[src/rtcial_pkg.sv]
package rtcial_pkg;
  // ************************************************************
  // register map
  // ************************************************************
  localparam logic [7:0] adr_offset = 8'hac;
  localparam logic [7:0] dat_offset = 8'had;
  localparam logic [7:0] key_offset = 8'hae;

  // ************************************************************
  // key codes and lock state values
  // ************************************************************
  localparam logic [7:0] key_first = 8'ha5;
  localparam logic [7:0] key_second = 8'hf1;
  localparam logic [7:0] state_locked = 8'h00;
  localparam logic [7:0] state_half = 8'h01;
  localparam logic [7:0] state_open = 8'h02;
  localparam logic [7:0] state_dead = 8'h03;

  // ************************************************************
  // address register fields
  // ************************************************************
  localparam int busy_bit = 7;
  localparam int auto_read_enable_bit = 6;
  localparam int unused_bit = 5;
  localparam int short_bit = 4;
  localparam int addr_msb = 3;

  // ************************************************************
  // reset values
  // ************************************************************
  localparam logic auto_read_enable_reset = 1'b0;
  localparam logic short_reset = 1'b1;
  localparam logic [3:0] addr_reset = 4'h0;
  localparam logic [7:0] data_reset = 8'h00;

  // ************************************************************
  // access timing in system clocks
  // ************************************************************
  localparam logic [2:0] long_cycles = 3'h7;
  localparam logic [2:0] short_cycles = 3'h6;

  // ************************************************************
  // auto-increment windows
  // ************************************************************
  localparam logic [3:0] snap_first = 4'h0;
  localparam logic [3:0] snap_last = 4'h3;
  localparam logic [3:0] match_first = 4'h8;
  localparam logic [3:0] match_last = 4'hb;

  typedef enum logic [1:0] {lk_idle, lk_half, lk_open, lk_dead} rtcial_lock_e;
endpackage

[src/rtcial_lock.sv]
`timescale 1ns/100ps
`default_nettype none
// Notes on behaviour
// key register read returns 0x00 locked, 0x01 half keyed, 0x02 unlocked.
// disabled state reads 0x03 and holds until system reset.
// writing 0xa5 then 0xf1 from locked unlocks the interface.
// awaiting second code, any value but 0xf1 disables the interface.
// any key write while unlocked re-locks the interface.
// key writes while disabled change nothing.
// address bit 7 shows busy; writing 1 starts an indirect read.
// address bit 6 enables autoread.
// address bit 4 enables the short access strobe.
// address bit 5 reads zero, writes to it ignored.
// address bits 3:0 pick the internal register targeted.
// address field increments after accesses to snapshot or match bytes.
// reset clears the lock state to locked.
// wrong or out-of-order codes, or locked access, disable until reset.
// writing the data register starts an indirect write.
// access takes 7 clocks, 6 with short strobe; short on at reset.
// with autoread, each data register read while unlocked and not busy starts the next read.
// busy stays high from start to completion, then hardware clears it.
module rtcial_lock (
  input wire logic mclk,
  input wire logic reset,
  input wire logic [7:0] sfr_addr,
  input wire logic sfr_wr,
  input wire logic sfr_rd,
  input wire logic [7:0] sfr_wdata,
  output logic [7:0] sfr_rdata,
  output logic [3:0] rtc_addr,
  output logic [7:0] rtc_wdata,
  input wire logic [7:0] rtc_rdata,
  output logic rtc_rd_strobe,
  output logic rtc_wr_strobe
);

  // ************************************************************
  // state
  // ************************************************************
  typedef struct packed {
    rtcial_pkg::rtcial_lock_e lk;
    logic busy;
    logic auto_read_enable;
    logic short_en;
    logic [3:0] addr;
    logic [7:0] data;
    logic [2:0] cnt;
    logic run_short;
    logic is_write;
    logic [7:0] rdata;
    logic rd_stb;
    logic wr_stb;
  } rtcial_state_s;

  rtcial_state_s q;
  rtcial_state_s next_q;

  function automatic logic [7:0] rtcial_code(
    input rtcial_pkg::rtcial_lock_e s
  );
    unique case (s)
      rtcial_pkg::lk_idle: rtcial_code = rtcial_pkg::state_locked;
      rtcial_pkg::lk_half: rtcial_code = rtcial_pkg::state_half;
      rtcial_pkg::lk_open: rtcial_code = rtcial_pkg::state_open;
      rtcial_pkg::lk_dead: rtcial_code = rtcial_pkg::state_dead;
    endcase
  endfunction

  function automatic logic rtcial_incr(input logic [3:0] a);
    rtcial_incr = (a <= rtcial_pkg::snap_last) ||
      (a >= rtcial_pkg::match_first && a <= rtcial_pkg::match_last);
  endfunction

  // ************************************************************
  // decode
  // ************************************************************
  logic key_wr;
  logic adr_wr;
  logic dat_wr;
  logic dat_rd;
  logic adr_rd;
  logic ind_touch;
  logic done;

  assign key_wr = sfr_wr && sfr_addr == rtcial_pkg::key_offset;
  assign adr_wr = sfr_wr && sfr_addr == rtcial_pkg::adr_offset;
  assign dat_wr = sfr_wr && sfr_addr == rtcial_pkg::dat_offset;
  assign dat_rd = sfr_rd && sfr_addr == rtcial_pkg::dat_offset;
  assign adr_rd = sfr_rd && sfr_addr == rtcial_pkg::adr_offset;
  assign ind_touch = adr_wr || dat_wr || adr_rd || dat_rd;
  assign done = q.busy && q.cnt == 3'h0;

  // ************************************************************
  // next state
  // ************************************************************
  always_comb begin
    logic start_rd;
    logic start_wr;
    logic ok;
    next_q = q;
    start_rd = 1'b0;
    start_wr = 1'b0;
    ok = q.lk == rtcial_pkg::lk_open;

    // lock and key
    unique case (q.lk)
      rtcial_pkg::lk_idle: begin
        if (key_wr) begin
          if (sfr_wdata == rtcial_pkg::key_first) begin
            next_q.lk = rtcial_pkg::lk_half;
          end else begin
            next_q.lk = rtcial_pkg::lk_dead;
          end
        end else if (ind_touch) begin
          next_q.lk = rtcial_pkg::lk_dead;
        end
      end
      rtcial_pkg::lk_half: begin
        if (key_wr) begin
          if (sfr_wdata == rtcial_pkg::key_second) begin
            next_q.lk = rtcial_pkg::lk_open;
          end else begin
            next_q.lk = rtcial_pkg::lk_dead;
          end
        end else if (ind_touch) begin
          next_q.lk = rtcial_pkg::lk_dead;
        end
      end
      rtcial_pkg::lk_open: begin
        if (key_wr) begin
          next_q.lk = rtcial_pkg::lk_idle;
        end
      end
      rtcial_pkg::lk_dead: begin
        next_q.lk = rtcial_pkg::lk_dead;
      end
    endcase

    // completion of a running transfer
    if (q.busy) begin
      if (done) begin
        next_q.busy = 1'b0;
        if (!q.is_write) begin
          next_q.data = rtc_rdata;
        end
        if (rtcial_incr(q.addr)) begin
          next_q.addr = q.addr + 4'h1;
        end
      end else begin
        next_q.cnt = q.cnt - 3'h1;
      end
    end

    // register writes are refused while a transfer is running
    if (ok && !q.busy) begin
      if (adr_wr) begin
        next_q.auto_read_enable = sfr_wdata[rtcial_pkg::auto_read_enable_bit];
        next_q.short_en = sfr_wdata[rtcial_pkg::short_bit];
        next_q.addr = sfr_wdata[rtcial_pkg::addr_msb:0];
        start_rd = sfr_wdata[rtcial_pkg::busy_bit];
      end else if (dat_wr) begin
        next_q.data = sfr_wdata;
        start_wr = 1'b1;
      end else if (dat_rd && q.auto_read_enable) begin
        start_rd = 1'b1;
      end
    end

    if (start_rd || start_wr) begin
      next_q.busy = 1'b1;
      next_q.is_write = start_wr;
      next_q.run_short = adr_wr ? sfr_wdata[rtcial_pkg::short_bit]
                                : q.short_en;
      // count loaded one short so busy spans exactly the access length
      if (next_q.run_short) begin
        next_q.cnt = rtcial_pkg::short_cycles - 3'h1;
      end else begin
        next_q.cnt = rtcial_pkg::long_cycles - 3'h1;
      end
    end

    // read data, registered so every output is a flop
    next_q.rdata = 8'h00;
    if (sfr_rd) begin
      if (sfr_addr == rtcial_pkg::key_offset) begin
        next_q.rdata = rtcial_code(q.lk);
      end else if (adr_rd && ok) begin
        next_q.rdata = {q.busy, q.auto_read_enable, 1'b0, q.short_en, q.addr};
      end else if (dat_rd && ok) begin
        next_q.rdata = q.data;
      end
    end

    if (reset) begin
      next_q.lk = rtcial_pkg::lk_idle;
      next_q.busy = 1'b0;
      next_q.auto_read_enable = rtcial_pkg::auto_read_enable_reset;
      next_q.short_en = rtcial_pkg::short_reset;
      next_q.addr = rtcial_pkg::addr_reset;
      next_q.data = rtcial_pkg::data_reset;
      next_q.cnt = 3'h0;
      next_q.run_short = 1'b0;
      next_q.is_write = 1'b0;
      next_q.rdata = 8'h00;
    end

    // strobes get flops of their own so no output passes through gating
    next_q.rd_stb = next_q.busy && !next_q.is_write;
    next_q.wr_stb = next_q.busy && next_q.is_write;
  end

  always_ff @(posedge mclk) begin
    q <= next_q;
  end

  // ************************************************************
  // outputs
  // ************************************************************
  // the strobes are levels spanning the whole access; internal data
  // is sampled on the last busy cycle
  assign sfr_rdata = q.rdata;
  assign rtc_addr = q.addr;
  assign rtc_wdata = q.data;
  assign rtc_rd_strobe = q.rd_stb;
  assign rtc_wr_strobe = q.wr_stb;
endmodule
`default_nettype wire

[config.mk]
export PLATFORM = sky130hd
export DESIGN_NAME = rtcial_lock
export DESIGN_NICKNAME = d
export VERILOG_FILES = /design/src/rtcial_pkg.sv /design/src/rtcial_lock.sv
export SDC_FILE = /design/constraint.sdc
export NUM_CORES = 1
export LEC_CHECK = 0
export BUFFER_PORTS_ARGS = -buffer_cell sky130_fd_sc_hd__buf_4
export CAP_MARGIN = 5
export CORE_MARGIN = 2
export CORE_UTILIZATION = 28
export DETAILED_ROUTE_END_ITERATION = 8
export GPL_TIMING_DRIVEN = 0
export MAX_ROUTING_LAYER = met4
export PLACE_DENSITY = 0.5
export SLEW_MARGIN = 20
export SYNTH_ARGS = -nofsm -noshare
export SYNTH_HDL_FRONTEND = slang
export SYNTH_SLANG_ARGS = --single-unit
export TNS_END_PERCENT = 5
[constraint.sdc]
create_clock -name mclk -period 3.6 [get_ports mclk]
set_input_delay 0.18 -clock mclk [delete_from_list [all_inputs] [get_ports mclk]]
set_output_delay 0.18 -clock mclk [all_outputs]
set_load 0.03 [all_outputs]
==> flow_summary.json, run 1 <==
{
  "outcome": "completed",
  "fin_crit_sh": 0.525,
  "synth_top_family_by_area": "simple AND/OR/NAND/NOR gates",
  "post-cts-setup-buffers": 0,
  "synth_mux_area_frac": 0.0939,
  "via_per_inst": 4.71,
  "crit_chain": "inv_1 > ha_1 > ha_1 > nand3b_1 > buf_1 > mux2i_1 > a211oi_1",
  "slowest_stage": "buf_1",
  "cp_data_arrival_time_ns": 2.04,
  "portBuffers": 48,
  "die_w_um": 82.0,
  "wirelength_mm": 4.23,
  "fmax_mhz": 529,
  "numCtsBuffers": 5,
  "total_power_mw": 0.755,
  "fillerInstances": 623,
  "hold_viol": 0,
  "clockBufferDepth": 2,
  "max_slew.worst_pin.slew_ns": 0.621,
  "yosysWarnings": 0,
  "async_reset_ff_frac": 0,
  "ys_ff_latch": 31,
  "setup_ws_ns": 1.71,
  "grt.total_usage": 0.142,
  "min_path_type": "input port to flip-flop",
  "die_y_um": 82.0,
  "ir_drop_v": 0.000204,
  "synth_nets": 222,
  "firstDrtPassIters": 4,
  "dp_hpwl_mm": 3.28,
  "maxCapViolations": 0,
  "rsz0062_at_grt": "false",
  "layout.nets": 277,
  "htreeDepth": 2,
  "dp_slack_ns": 1.71,
  "critPathCaptureType": "flip-flop",
  "clock_sinks": 31,
  "synthXorXnorAreaFrac": 0.0103,
  "synth-seq-area-share": 0.364,
  "multiInputGateArea_um2": 848,
  "relSlewSlack": 0.575,
  "coreArea_um2": 5920,
  "grt_antenna_before_repair": 0,
  "gp_congestion": 0.747,
  "netlist_area_um2": 1710,
  "syn2layout_area_growth_pct": 33.5,
  "yosys.cell_types.count": 40,
  "synthSimpleGateAreaFrac": 0.226,
  "die_area_um2": 6730,
  "slew_violations": 0,
  "io_pins": 50,
  "grt_pass1_vias": 1401,
  "synth.avg_cell_area_um2": 8.93,
  "setup_viol": 0,
  "synth_ff_type": "dfxtp_1",
  "drive_above_1_share": 0.356,
  "clock_latency_ns": 0.28,
  "grt_pass1_wl_mm": 6.87,
  "finClkSkew_ns": 0.00689,
  "final-seq-area_um2": 621,
  "p_leak_nw": 1.05,
  "syn_inst": 191,
  "startpoint_type": "flip-flop",
  "synth_compound_area_frac": 0.145,
  "hold_buffers": 0,
  "synth_adder_area_share": 0.0220,
  "drt_iter0_drc": 44,
  "drc": 0,
  "p_per_area_nw_per_um2": 331,
  "synth_edf_count": 0,
  "period_needed_ns": 1.89,
  "cts-root-buf": "clkbuf_8",
  "crit_fanout": 8,
  "routedWlPerCell_um": 13.1,
  "start_util": 0.288,
  "cts.clk_slew.worst_paths_ns": 0.07,
  "cts_tree": "yes",
  "vias": 1516,
  "grt_max_degree": 11,
  "critPathRequiredTime_ns": 3.75,
  "crit_type": "flip-flop to flip-flop",
  "cts_resized": 0,
  "setup-tns-final_ns": 0,
  "ant_nets": 0,
  "rows": 28,
  "cpPeakStageDelay_ns": 0.49,
  "antenna_cells": 0,
  "cpMostUsedCell": "ha_1",
  "grt.overflow.total": 0
}
## state kept, by name (all words and copies together), names as in the netlist
register	cells
rtc_addr	4
sfr_rdata	8
rtc_rd_strobe	1
rtc_wdata	8
q	9
rtc_wr_strobe	1
## layer usage
metal | track usage | vias up | wire length (µm)
met3 | 0.0429 | 5 | 239
met2 | 0.228 | 46 | 1970
met4 | 0.0450 | 0 | 51
met1 | 0.172 | 697 | 1970
li1 | - | 768 | -
met5 | - | - | 0
## worst max-delay path, delay by kind of cell (launching register included)
family          cells  cell delay, ns
compound gates      1            0.09
fa+ha+maj           2            0.43
buf+inv             2            0.55
flops               1            0.31
mux                 1            0.27
simple gates        1            0.09
## Yosys cell counts, types with 4 or more instances
library cell,number,share of area
a21oi_1,12,0.035
clkbuf_1,4,0.0088
a211oi_1,14,0.062
inv_1,8,0.018
nand2b_1,5,0.018
nor2_1,20,0.044
nand3_1,4,0.012
nand2_1,9,0.020
buf_4,20,0.088
dfxtp_1,31,0.36
mux2i_1,16,0.094
nor3_1,4,0.012
## kinds of logic (layout without fill, tap and decap cells)
logic type	Yosys count	in the layout
simple gates	64	64
buf+inv	38	94
compound gates	37	37
flops	31	31
mux	16	16
fa+ha+maj	3	3
xor+xnor	2	2
## cells in the final DEF, fill, tap and decap left out, drive strengths merged
cell type	instances
buf	74
dfxtp	31
nor2	20
mux2i	16
a211oi	14
a21oi	12
clkbuf	10
nand2	9
inv	8
nand2b	6
nand3	4
nor3	4
nor2b	3
a211o	3
ha	3
nand4	3
and4b	2
nor3b	2
o21ai	2
and2	2
o22ai	2
nand3b	2
nor4b	2
nand4b	1
and3b	1
a31oi	1
or4	1
nor4bb	1
a2111oi	1
o32ai	1
nor4	1
xor2	1
o211a	1
xnor2	1
bufinv	1
clkinv	1
## cell type report
cell class | count | share of cell area
clock buffers | 6 | 0.0363
inverters | 8 | 0.0132
plain buffers | 30 | 0.0907
repair buffers | 48 | 0.158
well taps | 75 | 0.0412
multi-input cells | 122 | 0.373
flip-flops and latches | 31 | 0.273
clock inverters | 2 | 0.0154
## metrics by stage
step / cell area [µm²] / utilization / hold slack (ns) / cells
final: 2280 / 0.385 / 0.133 / 322
after global routing: 2280 / 0.385 / 0.126 / 322
after global placement: 2160 / 0.365 / 0.419 / 314
after floorplan: 1710 / - / 0.274 / 191
after CTS: 2280 / 0.385 / 0.126 / 322
after detailed placement: 2160 / 0.365 / 0.418 / 314
## worst paths after layout
path	cells past startpoint	start	to	slack, ns
worst max-delay path	7	q[12]	rtc_wdata[2]	1.71
worst min-delay path	2	reset	q[27]	0.13
worst max register to register	7	q[12]	rtc_wdata[2]	1.71
worst min register to register	2	rtc_wdata[5]	sfr_rdata[5]	0.46
## power breakdown
part           switching (mW)  total, mW  internal, mW
clock                   0.131      0.355         0.224
combinational          0.0275     0.0564        0.0289
sequential           0.000288      0.343         0.343
total                   0.159      0.755         0.596
Power figures use the tool's default switching activity.
==> run 2, diff against run 1 <==
==> constraint.sdc (replaced) <==
create_clock -name mclk -period 1.9 [get_ports mclk]
set_input_delay 0.095 -clock mclk [delete_from_list [all_inputs] [get_ports mclk]]
set_output_delay 0.095 -clock mclk [all_outputs]
set_load 0.03 [all_outputs]
==> run 2 against run 1 <==
Against the previous run: via count grew 2.0%; register-to-register slack lost 1.5 ns; critical path depth shrank 3; clock skew is essentially flat; sequential share of layout area shrank 0.21 points; maximum frequency grew 8.7%; hold slack lost 0.084 ns; non-clock buffer count is the same; setup slack lost 1.5 ns; global-route usage is the same; cell area grew 0.77%.
==> flow_summary.json, run 2 (synthesis results as in run 1) <==
{
  "vias": 1547,
  "clock_sinks": 31,
  "setup_viol": 0,
  "cp_data_arrival_time_ns": 1.92,
  "timing.rr.end": "q[13]",
  "min_path_type": "input port to flip-flop",
  "drc": 0,
  "finClkSkew_ns": 0.00646,
  "cts_tree": "yes",
  "start_util": 0.288,
  "grt.total_usage": 0.142,
  "ant_nets": 0,
  "final_common_cell": "buf_4",
  "period_needed_ns": 1.74,
  "firstDrtPassIters": 4,
  "final_cell_mix": "buf_4 (68), dfxtp_1 (31), nor2_1 (20)",
  "relSlewSlack": 0.559,
  "ff2ff_setup_slack_ns": 0.16,
  "maxCapViolations": 0,
  "htreeDepth": 2,
  "layout.nets": 277,
  "wirelength_mm": 4.25,
  "r2r_cells": 4,
  "dp_hpwl_mm": 3.28,
  "grt_max_degree": 11,
  "crit_fanout": 7,
  "fmax_mhz": 575,
  "die_w_um": 82.0,
  "grt_pass1_vias": 1402,
  "setup-tns-final_ns": 0,
  "slew_violations": 0,
  "p_leak_nw": 1.06,
  "gp_congestion": 0.747,
  "ir_drop_v": 0.000387,
  "die_area_um2": 6730,
  "cts.clk_slew.worst_paths_ns": 0.07,
  "min_to": "q[27]",
  "io_pins": 50,
  "cts-root-buf": "clkbuf_8",
  "coreArea_um2": 5920,
  "hold_viol": 0,
  "portBuffers": 48,
  "drive_above_1_share": 0.364,
  "clockBufferDepth": 2,
  "total_power_mw": 1.43,
  "antenna_cells": 0,
  "r2r_start": "q[30]",
  "multiInputGateArea_um2": 848,
  "critPathRequiredTime_ns": 2.08,
  "p_per_area_nw_per_um2": 623,
  "largest_register": "q",
  "drt_iter0_drc": 36,
  "clock_latency_ns": 0.28,
  "startpoint_type": "flip-flop",
  "fin_crit_sh": 0.915,
  "grt_pass1_wl_mm": 6.87,
  "die_y_um": 82.0,
  "min-delay-start": "reset",
  "critPathCaptureType": "flip-flop",
  "crit_type": "flip-flop to flip-flop",
  "final-seq-area_um2": 621,
  "final_core_util": 0.388,
  "largest_register_ffs": 9,
  "max_slew.worst_pin.slew_ns": 0.645,
  "via_per_inst": 4.80,
  "rows": 28,
  "rsz0062_at_grt": "false",
  "routedWlPerCell_um": 13.2,
  "numCtsBuffers": 5,
  "grt.overflow.total": 0,
  "min_path_cells": 2,
  "syn2layout_area_growth_pct": 34.6,
  "fillerInstances": 623,
  "grt_antenna_before_repair": 0,
  "outcome": "completed"
}
run 2: cell type report:
| class | count | share of cell area |
|---|---|---|
| Inverter | 8 | 0.0131 |
| Buffer | 29 | 0.0889 |
| Tap cell | 75 | 0.0409 |
| Sequential cell | 31 | 0.270 |
| Clock buffer | 6 | 0.0360 |
| Multi-Input combinational cell | 122 | 0.370 |
| Timing Repair Buffer | 49 | 0.166 |
| Clock inverter | 2 | 0.0153 |
run 2: how the worst max path moves through the flow:
stage	startpoint	end	slack, ns	depth (start not counted)
global route	q[30]	q[13]	0.03	4
global placement	q[12]	rtc_wdata[2]	0.005	7
CTS	q[12]	rtc_wdata[1]	0.10	6
finish	q[30]	q[13]	0.16	4
detailed placement	q[12]	rtc_wdata[1]	0.01	7
floorplan	q[12]	rtc_wdata[0]	0.29	7
run 2: metrics by stage:
| step | setup slack, ns | cell area (µm²) | instances | hold WS [ns] |
|---|---|---|---|---|
| 2_1_floorplan | 0.289 | 1710 | 191 | 0.189 |
| 6_report | 0.161 | 2290 | 322 | 0.0486 |
| 4_1_cts | 0.100 | 2270 | 321 | 0.0413 |
| 3_5_place_dp | 0.0130 | 2160 | 314 | 0.333 |
| 5_1_grt | 0.0316 | 2290 | 322 | 0.0407 |
| 3_3_place_gp | 0.00494 | 2160 | 314 | 0.334 |
run 2: what timing repair did:
action	in CTS	in global routing
buffers inserted	0	1
endpoints found under the setup margin	3	3
hold buffers	0	0
gates cloned	0	0
resized for setup	0	2
run 2: where the power goes:
part           internal [mW]  switching (mW)
clock                  0.424           0.249
combinational         0.0547          0.0521
sequential             0.650        0.000547
total                   1.13           0.302
run 2: critical path, stage by stage, from the launching register on:
cell,delay (ns)
dfxtp_1,0.38
nand2b_1,0.23
nor4b_2,0.56
nand2_1,0.20
o211a_1,0.26
run 2: routing by layer:
layer  share of wire  GRT usage  vias up
li1                -          -      770
met1            0.46      0.172      713
met2            0.47      0.228       59
met3           0.061     0.0429        5
met4           0.012     0.0450        0
met5               0          -        -
